==> src/design/rva_pkg.sv <==
// package for the reset and interrupt vector address generator
// assumes a 12-bit word program counter (8k bytes of program memory)
package rva_pkg;
   localparam int          RVA_PC_W       = 12;
   localparam int          RVA_NUM_SRC    = 25;
   localparam int          RVA_IDX_W      = 5;
   // table addresses, vector number n sits at n-1
   localparam logic [11:0] RVA_RESET_ADDR = 12'h000;
   localparam logic [11:0] RVA_EXT0_ADDR  = 12'h001;
   localparam logic [11:0] RVA_EXT1_ADDR  = 12'h002;
   localparam logic [11:0] RVA_PCG0_ADDR  = 12'h003;
   localparam logic [11:0] RVA_WDT_ADDR   = 12'h006;
   localparam logic [11:0] RVA_T2_ADDR    = 12'h007;
   localparam logic [11:0] RVA_T1_ADDR    = 12'h00a;
   localparam logic [11:0] RVA_T0_ADDR    = 12'h00e;
   localparam logic [11:0] RVA_SER_ADDR   = 12'h011;
   localparam logic [11:0] RVA_MISC_ADDR  = 12'h015;
   localparam logic [11:0] RVA_LAST_ADDR  = 12'h019;
   // fuse encoding: one means unprogrammed
   localparam logic        RVA_FUSE_UNPROG = 1'b1;
   localparam logic        RVA_FUSE_PROG   = 1'b0;
   // default boot reset address (2k byte boot section)
   localparam logic [11:0] RVA_BOOT_DFLT  = 12'hc00;

   typedef enum logic [1:0] {
      RVA_IDLE,
      RVA_RESET_LOAD,
      RVA_RUN
   } rva_state_t;
endpackage : rva_pkg

==> src/design/rva_prio_enc.sv <==
// fixed priority encoder over the interrupt request lines
// assumes request bit 0 is the lowest vector number
`timescale 1ns/10ps
module rva_prio_enc
   import rva_pkg::*;
(
   // request side
   input  wire logic [RVA_NUM_SRC-1:0] req,
   // result
   output logic                        any,
   output logic [RVA_IDX_W-1:0]        idx
);
   // scan from the top so the lowest index is the last to win
   always_comb begin
      any = 1'b0;
      idx = '0;
      for (int i = RVA_NUM_SRC - 1; i >= 0; i--) begin
         if (req[i]) begin
            any = 1'b1;
            idx = RVA_IDX_W'(i);
         end
      end
   end
endmodule : rva_prio_enc

==> src/design/rva_vector_gen.sv <==
// reset and interrupt vector address generator
// assumes requests are already gated by their enables and are synchronous
// to clock; the core takes a vector on vec_valid and acknowledges it
//
// Overview of operation
// - every reset cause uses vector one, address zero while the fuse is unprogrammed
// - external requests zero and one at 0x001, 0x002
// - pin change groups 0x003-0x005, watchdog 0x006
// - timer two vectors at 0x007 to 0x009
// - timer one vectors at 0x00a to 0x00d
// - timer zero vectors at 0x00e to 0x010
// - serial vectors at 0x011 to 0x014
// - remaining vectors at 0x015 to 0x019
// - programmed fuse resets to boot reset address
// - select bit adds boot section start to vectors
// - table start 0x001 or boot address plus one
// - fuse one unprogrammed, zero programmed
//
// fuse and boot address are latched at the first edge after reset;
// the vector-table select bit stays live, as software moves it
// after reset release: one idle edge, then a one-cycle pc_load pulse
// carrying the reset target; dispatch starts on the edge after it
// an offer holds vec_valid, pc_addr and vec_source until the edge
// that samples vec_ack high, then one idle cycle before the next one
// no request is sampled while an offer stands; newer ones wait
// requests are levels; a source still raised after its ack is
// offered again, so the core must clear its flag in the handler
// limitation: relocated addresses wrap at the 12-bit program counter
`timescale 1ns/10ps
module rva_vector_gen
   import rva_pkg::*;
(
   // clock and reset
   input  wire logic                   clock,
   input  wire logic                   srst,
   // configuration
   input  wire logic                   boot_reset_select_fuse,
   input  wire logic                   vector_table_select,
   input  wire logic [RVA_PC_W-1:0]    boot_reset_addr,
   // peripheral request lines, bit 0 = vector 2
   input  wire logic                   ext_irq_zero,
   input  wire logic                   ext_irq_one,
   // pin change groups zero to two
   input  wire logic                   pin_change_irq_group0,
   input  wire logic                   pin_change_irq_group1,
   input  wire logic                   pin_change_irq_group2,
   // watchdog time-out
   input  wire logic                   watchdog_timeout_irq,
   // timer two: [0] compare a, [1] compare b, [2] overflow
   input  wire logic [2:0]             timer2_irq,
   // timer one: [0] capture, [1] compare a, [2] compare b, [3] overflow
   input  wire logic [3:0]             timer1_irq,
   // timer zero: [0] compare a, [1] compare b, [2] overflow
   input  wire logic [2:0]             timer0_irq,
   // serial transfer, receive and transmit
   input  wire logic                   spi_done_irq,
   input  wire logic                   rx_complete_irq,
   input  wire logic                   tx_buffer_empty_irq,
   input  wire logic                   tx_complete_irq,
   // conversion, memory, comparator, two-wire, store ready
   input  wire logic                   conversion_done_irq,
   input  wire logic                   nv_data_memory_ready_irq,
   input  wire logic                   comparator_irq,
   input  wire logic                   two_wire_serial_irq,
   input  wire logic                   self_program_store_ready_irq,
   // core side
   input  wire logic                   vec_ack,
   // reset load and vector offer, all registered
   output logic                        pc_load,
   output logic [RVA_PC_W-1:0]         pc_addr,
   output logic                        vec_valid,
   output logic [RVA_IDX_W-1:0]        vec_source
);
   logic [RVA_NUM_SRC-1:0] req;
   logic                   any_req;
   logic [RVA_IDX_W-1:0]   win_idx;
   logic [RVA_PC_W-1:0]    table_addr;
   logic [RVA_PC_W-1:0]    base_addr;
   logic [RVA_PC_W-1:0]    reset_target;

   rva_state_t             state_reg, state_next;
   logic                   pc_load_reg, pc_load_next;
   logic [RVA_PC_W-1:0]    pc_addr_reg, pc_addr_next;
   logic                   vec_valid_reg, vec_valid_next;
   logic [RVA_IDX_W-1:0]   vec_source_reg, vec_source_next;
   logic                   fuse_reg, fuse_next;
   logic [RVA_PC_W-1:0]    boot_addr_reg, boot_addr_next;

   // request vector ordered by table address, index 0 at 0x001;
   // this order is the whole priority scheme, keep it sorted
   assign req = {
      // 0x015 to 0x019
      self_program_store_ready_irq,
      two_wire_serial_irq,
      comparator_irq,
      nv_data_memory_ready_irq,
      conversion_done_irq,
      // 0x011 to 0x014
      tx_complete_irq,
      tx_buffer_empty_irq,
      rx_complete_irq,
      spi_done_irq,
      // 0x00e to 0x010
      timer0_irq,
      // 0x00a to 0x00d
      timer1_irq,
      // 0x007 to 0x009
      timer2_irq,
      // 0x003 to 0x006
      watchdog_timeout_irq,
      pin_change_irq_group2,
      pin_change_irq_group1,
      pin_change_irq_group0,
      // 0x001 and 0x002
      ext_irq_one,
      ext_irq_zero
   };

   // lowest index wins among simultaneous requests
   rva_prio_enc u_prio (
      .req (req),
      .any (any_req),
      .idx (win_idx)
   );

   // table address is index plus the first table entry
   assign table_addr = RVA_EXT0_ADDR + RVA_PC_W'(win_idx);
   // relocation base follows the select bit only, never the fuse
   assign base_addr = vector_table_select ? boot_addr_reg
                                          : RVA_RESET_ADDR;
   // reset target chosen by the latched fuse alone
   assign reset_target = (fuse_reg == RVA_FUSE_PROG)
                         ? boot_addr_reg
                         : RVA_RESET_ADDR;

   // fuse and boot address latched once per reset, at the idle edge;
   // a glitch on the fuse lines cannot then move the reset target
   always_comb begin
      fuse_next      = fuse_reg;
      boot_addr_next = boot_addr_reg;
      if (state_reg == RVA_IDLE) begin
         // idle lasts one edge, so this is a one-shot capture
         fuse_next      = boot_reset_select_fuse;
         boot_addr_next = boot_reset_addr;
      end
   end

   // configuration registers, reset to an unprogrammed fuse
   always_ff @(posedge clock) begin
      if (srst) begin
         fuse_reg      <= RVA_FUSE_UNPROG;
         boot_addr_reg <= RVA_BOOT_DFLT;
      end else begin
         fuse_reg      <= fuse_next;
         boot_addr_reg <= boot_addr_next;
      end
   end

   // sequencing: reset load once, then dispatch one vector at a time
   always_comb begin
      // hold by default; pc_load is a pulse, so it drops
      state_next      = state_reg;
      pc_load_next    = 1'b0;
      pc_addr_next    = pc_addr_reg;
      vec_valid_next  = vec_valid_reg;
      vec_source_next = vec_source_reg;
      case (state_reg)
         RVA_IDLE: begin
            // one edge to latch the configuration after release
            state_next = RVA_RESET_LOAD;
         end

         RVA_RESET_LOAD: begin
            // fuse sampled after reset release, never under reset
            pc_load_next = 1'b1;
            pc_addr_next = reset_target;
            state_next   = RVA_RUN;
         end

         RVA_RUN: begin
            // withdraw on the ack edge; no new offer in that cycle
            if (vec_valid_reg && vec_ack) begin
               vec_valid_next = 1'b0;
            end else if (!vec_valid_reg && any_req) begin
               // address frozen while offered so the core sees it stable
               vec_valid_next  = 1'b1;
               vec_source_next = win_idx;
               pc_addr_next    = base_addr + table_addr;
            end
         end

         default: begin
            // illegal encoding restarts the reset sequence
            state_next = RVA_IDLE;
         end
      endcase
   end

   // state and output registers
   always_ff @(posedge clock) begin
      if (srst) begin
         // every output idle, state back to the latch edge
         state_reg      <= RVA_IDLE;
         pc_load_reg    <= 1'b0;
         pc_addr_reg    <= RVA_RESET_ADDR;
         vec_valid_reg  <= 1'b0;
         vec_source_reg <= '0;
      end else begin
         state_reg      <= state_next;
         pc_load_reg    <= pc_load_next;
         pc_addr_reg    <= pc_addr_next;
         vec_valid_reg  <= vec_valid_next;
         vec_source_reg <= vec_source_next;
      end
   end

   // top outputs taken straight from the registers
   assign pc_load    = pc_load_reg;
   assign pc_addr    = pc_addr_reg;
   assign vec_valid  = vec_valid_reg;
   assign vec_source = vec_source_reg;
endmodule : rva_vector_gen

==> config.mk <==
export PLATFORM = sky130hd
export DESIGN_NAME = rva_vector_gen
export DESIGN_NICKNAME = d
export VERILOG_FILES = /design/src/design/rva_pkg.sv /design/src/design/rva_prio_enc.sv /design/src/design/rva_vector_gen.sv
export SDC_FILE = /design/constraint.sdc
export NUM_CORES = 1
export LEC_CHECK = 0
export BUFFER_PORTS_ARGS = -buffer_cell sky130_fd_sc_hd__buf_4
export CAP_MARGIN = 20
export CORE_MARGIN = 8
export CORE_UTILIZATION = 55
export DETAILED_ROUTE_END_ITERATION = 10
export GPL_TIMING_DRIVEN = 0
export PLACE_DENSITY = 0.84
export REMOVE_ABC_BUFFERS = 1
export SLEW_MARGIN = 5
export SYNTH_ARGS = -nofsm -noshare
export SYNTH_HDL_FRONTEND = slang
export SYNTH_HIERARCHICAL = 1
export SYNTH_SLANG_ARGS = --single-unit
==> constraint.sdc <==
create_clock -name clock -period 8.75 [get_ports clock]
set_clock_uncertainty 0.2 [all_clocks]
set_input_delay 0.4375 -clock clock [delete_from_list [all_inputs] [get_ports clock]]
set_output_delay 0.4375 -clock clock [all_outputs]
set_load 0.005 [all_outputs]
==> metrics.txt, run 1 <==
area added between synthesis and finish 24.32%; total die area 6107 um2; IO Pins 61; RSZ-0062 raised after global routing false; crit share post-route 0.3738; CTS tree yes; die width 78.15 um; Initial Util 0.5760; worst-path maximum fanout 5; worst rel slew slack 0.4066; first-pass GRT wire length 9183 um; clk root buf clkbuf_8; count of yosys warnings during synthesis 6; kind of critical path in2reg; number of global-route vias before repair 2025; Antenna Nets Post-Route 0; Crit. End Element flop; Tmin final 3.271 ns; Avg Inst Size Synth 8.235 um2; CTS H-tree depth 2; Cell Rows 22; sequential area share after synthesis 0.3204; Via Count 2062; pwr dens 170.4 nW/um2; Iteration-0 DRC Markers 147; clk sink count 34; DRT Pass-1 Iters 4; Vias per Instance 5.712; drt wl/cell 14.82 um; Chip Height 78.15 um; Final Net Count 365; final hold viol count 0; Worst-Margin Slew 0.8868 ns; final setup TNS 0 ns; GRT Util Overall 0.1783; crit path cell chain buf_4, nor4_2, o311ai_0, a2111oi_1, inv_1, fa_1, o21ai_2, a31oi_2, or4_1, a31oi_1; Pleak 1.194 nW; Synth Flop Type dfxtp_1; Buf/Inv on CP 2; core footprint 3689 um2; crit-path leading delay family compound AO/OA/AOI/OAI gates; hpwl dp 4049 um; post_cts resized 0; antenna fix cells 0; status complete, no violations; Final Cell Area 2641 um2; Worst Path Required 8.76 ns; Max stage delay on crit path 0.50 ns; initial antenna violation count 0; Cell Area, Synth 2125 um2; Overflow after GRT 0; max_cap viols 0; Synth Register Bits 34; hold crit path type in2reg; fraction of layout cells with a size suffix above 1 0.2428; Unique masters post-synth 52; Cell Area, Placed 2565 um2; largest net degree at the start of global routing 32; IO buf count 60; clk slew on worst S/H paths 0.07 ns; CP startpoint kind input port; number of synthesized flops with an enable pin 0; Fillers 328; flop-to-flop setup slack 5.99 ns; fin. max-slew vios 0; Critical Path AT 3.28 ns; Post-Route Utilization 0.7161; Slowest-stage cell, CP fa_1; Post-Place Cells 354; GP Congestion 0.8594; # hold bufs at CTS 0; FFs w/ async S/R, synth 0; DRC 0; Max Fclk 305.7 MHz; Final setup viols 0; Longest Clk Path Bufs 2; buffer count from post-CTS setup fixing 0; non-filler instance count after layout 361; Worst VDD drop 0.0001584 V; Mapped Cells 258; Routed Wire Length 5351 um; CTS Buf Count 5; worst skew pair latency 0.28 ns
area by class of cell:
type,count,area (um2),share of cell area
clock buffer,7,76.32,0.02890
inverter,14,52.55,0.01990
multi-input combinational,198,1321,0.5002
sequential,34,680.7,0.2577
tap,48,60.06,0.02274
timing repair buffer,60,450.4,0.1705
synth_stat cells (3+ instances only):
cell type,number,area share
inv_1,14,0.025
nor2b_1,6,0.018
o21bai_1,3,0.011
a21oi_1,11,0.026
dfxtp_1,34,0.32
a21o_1,3,0.011
o211ai_1,4,0.014
nand3_1,4,0.0094
o21ai_0,7,0.016
mux2i_1,20,0.094
nand2b_1,3,0.0088
a221oi_1,5,0.021
and2_1,4,0.012
clkbuf_1,3,0.0053
nor3_1,8,0.019
a211oi_1,5,0.018
nor4_1,6,0.018
nand2_1,21,0.037
buf_2,5,0.012
a31oi_1,4,0.012
and3_1,3,0.0088
nor2_1,39,0.069
ha_1,9,0.053
through the flow:
stage | hold slack (ns) | setup WS (ns) | power [mW]
after floorplan | 0.2619 | 5.628 | 0.2828
after global placement | 0.2677 | 5.219 | 0.3409
after detailed placement | 0.2722 | 5.227 | 0.3459
after CTS | 0.1746 | 5.501 | 0.4532
after global routing | 0.1847 | 5.190 | 0.4803
final | 0.1751 | 5.479 | 0.4501
cells by family after synthesis:
family                     after synthesis  share of synthesized area
AOI/OAI and AO/OA                       60                     0.2108
xor gates and xnor gates                 2                   0.008247
adders and majority gates               10                    0.06243
buffers and inverters                   26                    0.05771
DFF                                     34                     0.3204
muxes                                   21                    0.09953
and+or+nand+nor                        105                     0.2409
worst min-delay path, cell delays in order:
cell,delay (ns)
buf_4,0.07
mux2i_1,0.05
nand2_1,0.06
cell usage in the layout (no fill, tap or decap), types with 7 or more instances in the layout:
| cell | instances |
|---|---|
| a21oi_1 | 11 |
| buf_4 | 60 |
| dfxtp_1 | 34 |
| ha_1 | 9 |
| inv_1 | 14 |
| mux2i_1 | 20 |
| nand2_1 | 21 |
| nor2_1 | 39 |
| nor3_1 | 8 |
| o21ai_0 | 7 |
path summary, 6_finish.rpt:
path,from,to,cells after the start
max,timer0_irq[0],pc_addr[10],10
min,boot_reset_addr[10],boot_addr_reg[10],3
max reg2reg,state_reg[0],pc_addr[5],6
min reg2reg,vec_valid,vec_valid,2
power by group:
| part | switching (mW) | total [mW] | internal (mW) |
|---|---|---|---|
| Clock | 0.0519 | 0.107 | 0.0547 |
| Combinational | 0.0778 | 0.150 | 0.0721 |
| Sequential | 0.0167 | 0.194 | 0.177 |
routing by layer:
| metal | track usage | wire [um] |
|---|---|---|
| met5 | 0 | 0 |
| met4 | 0.06481 | 54 |
| met3 | 0.05695 | 376 |
| met2 | 0.2900 | 2612 |
| met1 | 0.2148 | 2308 |
No activity file was read; power rests on OpenSTA's default activity.
==> run 2, diff against run 1 <==
--- a/config.mk
+++ b/config.mk
@@ -8,10 +8,10 @@
 export BUFFER_PORTS_ARGS = -buffer_cell sky130_fd_sc_hd__buf_4
 export CAP_MARGIN = 20
 export CORE_MARGIN = 8
-export CORE_UTILIZATION = 55
+export CORE_UTILIZATION = 52
 export DETAILED_ROUTE_END_ITERATION = 10
 export GPL_TIMING_DRIVEN = 0
-export PLACE_DENSITY = 0.84
+export PLACE_DENSITY = 0.8
 export REMOVE_ABC_BUFFERS = 1
 export SLEW_MARGIN = 5
 export SYNTH_ARGS = -nofsm -noshare
==> constraint.sdc (replaced) <==
create_clock -name clock -period 3.15 [get_ports clock]
set_clock_uncertainty 0.2 [all_clocks]
set_input_delay 0.1575 -clock clock [delete_from_list [all_inputs] [get_ports clock]]
set_output_delay 0.1575 -clock clock [all_outputs]
set_load 0.005 [all_outputs]
==> run 2 against run 1 <==
  * Non-clock buffer count grew 14
  * Global-route usage grew 0.65 points
  * Sequential share of layout area fell by 1.6 points
  * Critical endpoint unchanged
  * Combinational power rose to 2.9 times the previous value
  * Core utilization shrank 0.75 points
  * Cell count rose by 4.7%
==> metrics.txt, run 2 (synthesis results as in run 1) <==
status complete, no violations; final total power 1.370 mW (+200%); max_cap viols 0 (unchanged); kind of critical path in2reg; largest net degree at the start of global routing 32 (unchanged); commonest non-fill, non-tap cell in the layout buf_4; CP startpoint kind input port; Worst-Margin Slew 0.8851 ns (-0.001776 ns); most frequent cells in the layout buf_4, nor2_1, dfxtp_1; IO Pins 61 (unchanged); r2r endpoint pc_addr[5]; Worst VDD drop 0.0003768 V (+140%); Crit. End Element flop; # hold bufs at CTS 14 (+14); final hold viol count 0 (unchanged); hold depth 2 (-1); crit share post-route 0.9582; Worst Path Required 3.18 ns (-5.58 ns); WHS Endpoint boot_addr_reg[7]; Pleak 1.266 nW (+6.1%); GP Congestion 0.8313 (-3.3%); fin. max-slew vios 0 (unchanged); Via Count 2083 (+1.0%); hpwl dp 4133 um (+2.1%); Hold Crit Start srst; FF-to-FF path depth 6 (unchanged); die width 79.92 um (+2.3%); number of global-route vias before repair 2152 (+6.3%); Final setup viols 0 (unchanged); post_cts resized 0 (unchanged); Post-Route Utilization 0.7086 (-0.007509); IO buf count 60 (unchanged); CTS Buf Count 5 (unchanged); GRT Util Overall 0.1848 (+0.006514); launch point of the worst reg-to-reg path state_reg[0]; clk root buf clkbuf_8; Cell Rows 23 (+4.5%); Initial Util 0.5350 (-0.04101); drt wl/cell 15.03 um (+1.4%); Max Fclk 331.3 MHz; Iteration-0 DRC Markers 120 (-18%); Chip Height 79.92 um (+2.3%); Critical Path AT 3.05 ns (-0.23 ns); CTS tree yes; total die area 6387 um2 (+4.6%); DRC 0 (unchanged); buffer count from post-CTS setup fixing 0 (unchanged); antenna fix cells 0 (unchanged); core footprint 3971 um2 (+7.7%); Antenna Nets Post-Route 0 (unchanged); Overflow after GRT 0 (unchanged); worst-path maximum fanout 5 (unchanged); fraction of layout cells with a size suffix above 1 0.2348 (-0.008055); RSZ-0062 raised after global routing false; DRT Pass-1 Iters 4 (unchanged); first-pass GRT wire length 9494 um (+3.4%); pwr dens 486.7 nW/um2 (+190%); Routed Wire Length 5680 um (+6.1%); flop-to-flop setup slack 0.34 ns (-5.65 ns); Tmin final 3.018 ns; initial antenna violation count 0 (unchanged); Final Net Count 379 (+3.8%); Longest Clk Path Bufs 2 (unchanged); worst rel slew slack 0.4078 (+0.001188); worst skew pair latency 0.30 ns (+0.02 ns); hold crit path type in2reg; clk slew on worst S/H paths 0.07 ns (about the same); Fillers 326 (-0.61%); clk sink count 34 (unchanged); area added between synthesis and finish 32.45%; CTS H-tree depth 2 (unchanged); Vias per Instance 5.511 (-3.5%)
## run 2: changes by cell type in the layout (fill, tap and decap cells not counted), sizes merged
cell / before / now
dlygate4sd3: 0 / 14
bufinv: 0 / 1
## run 2: how the worst max path moves through the flow
stage	cells past startpoint	end	start	slack, ns
floorplan	10	pc_addr[10]	timer0_irq[0]	0.31
global placement	11	pc_addr[10]	timer0_irq[0]	-0.1
detailed placement	10	pc_addr[10]	timer0_irq[0]	-0.13
CTS	11	pc_addr[10]	timer0_irq[0]	0.16
global route	11	pc_addr[10]	timer0_irq[0]	0.07
finish	11	pc_addr[10]	timer0_irq[0]	0.13
## run 2: final cells by class
class | instances | area [um2] | share of cell area
inverter | 14 | 52.55 | 0.01867
multi-input combinational | 198 | 1321 | 0.4695
tap | 50 | 62.56 | 0.02223
clock buffer | 7 | 76.32 | 0.02712
clock inverter | 1 | 30.03 | 0.01067
sequential | 34 | 680.7 | 0.2419
timing repair buffer | 74 | 590.6 | 0.2099
## run 2: routing by layer
metal	share of wire	wire (um)	track usage	vias to the layer above
met5	0	0	0	-
met4	0.013	75	0.08000	0
met3	0.055	310	0.05068	7
met2	0.50	2825	0.3161	49
met1	0.43	2469	0.2088	951
li1	-	-	-	1076
## run 2: where the power goes
group	switching, mW	internal [mW]	total, mW
sequential	0.0447	0.491	0.536
clock	0.161	0.237	0.397
combinational	0.225	0.212	0.437
## run 2: worst max-delay path, cell delays in order
cell       delay [ns]
buf_4            0.12
nor4_2           0.32
o21ai_1          0.12
o311a_1          0.12
a2111oi_1        0.54
inv_1            0.17
fa_1             0.50
o21ai_2          0.18
a31oi_2          0.18
or4_1            0.50
a31oi_1          0.14
## run 2: per-stage QoR
stage | hold slack, ns | setup slack (ns) | cells | TNS [ns] | instance area [um2]
3_5_place_dp | 0.1848 | -0.1260 | 356 | -0.1260 | 2567
2_1_floorplan | 0.02636 | 0.3080 | 246 | 0 | 2054
3_3_place_gp | 0.1734 | -0.09500 | 356 | -0.09500 | 2567
6_report | 0.03969 | 0.1315 | 378 | 0 | 2814
4_1_cts | 0.04130 | 0.1591 | 378 | 0 | 2814
5_1_grt | 0.06458 | 0.06857 | 378 | 0 | 2814
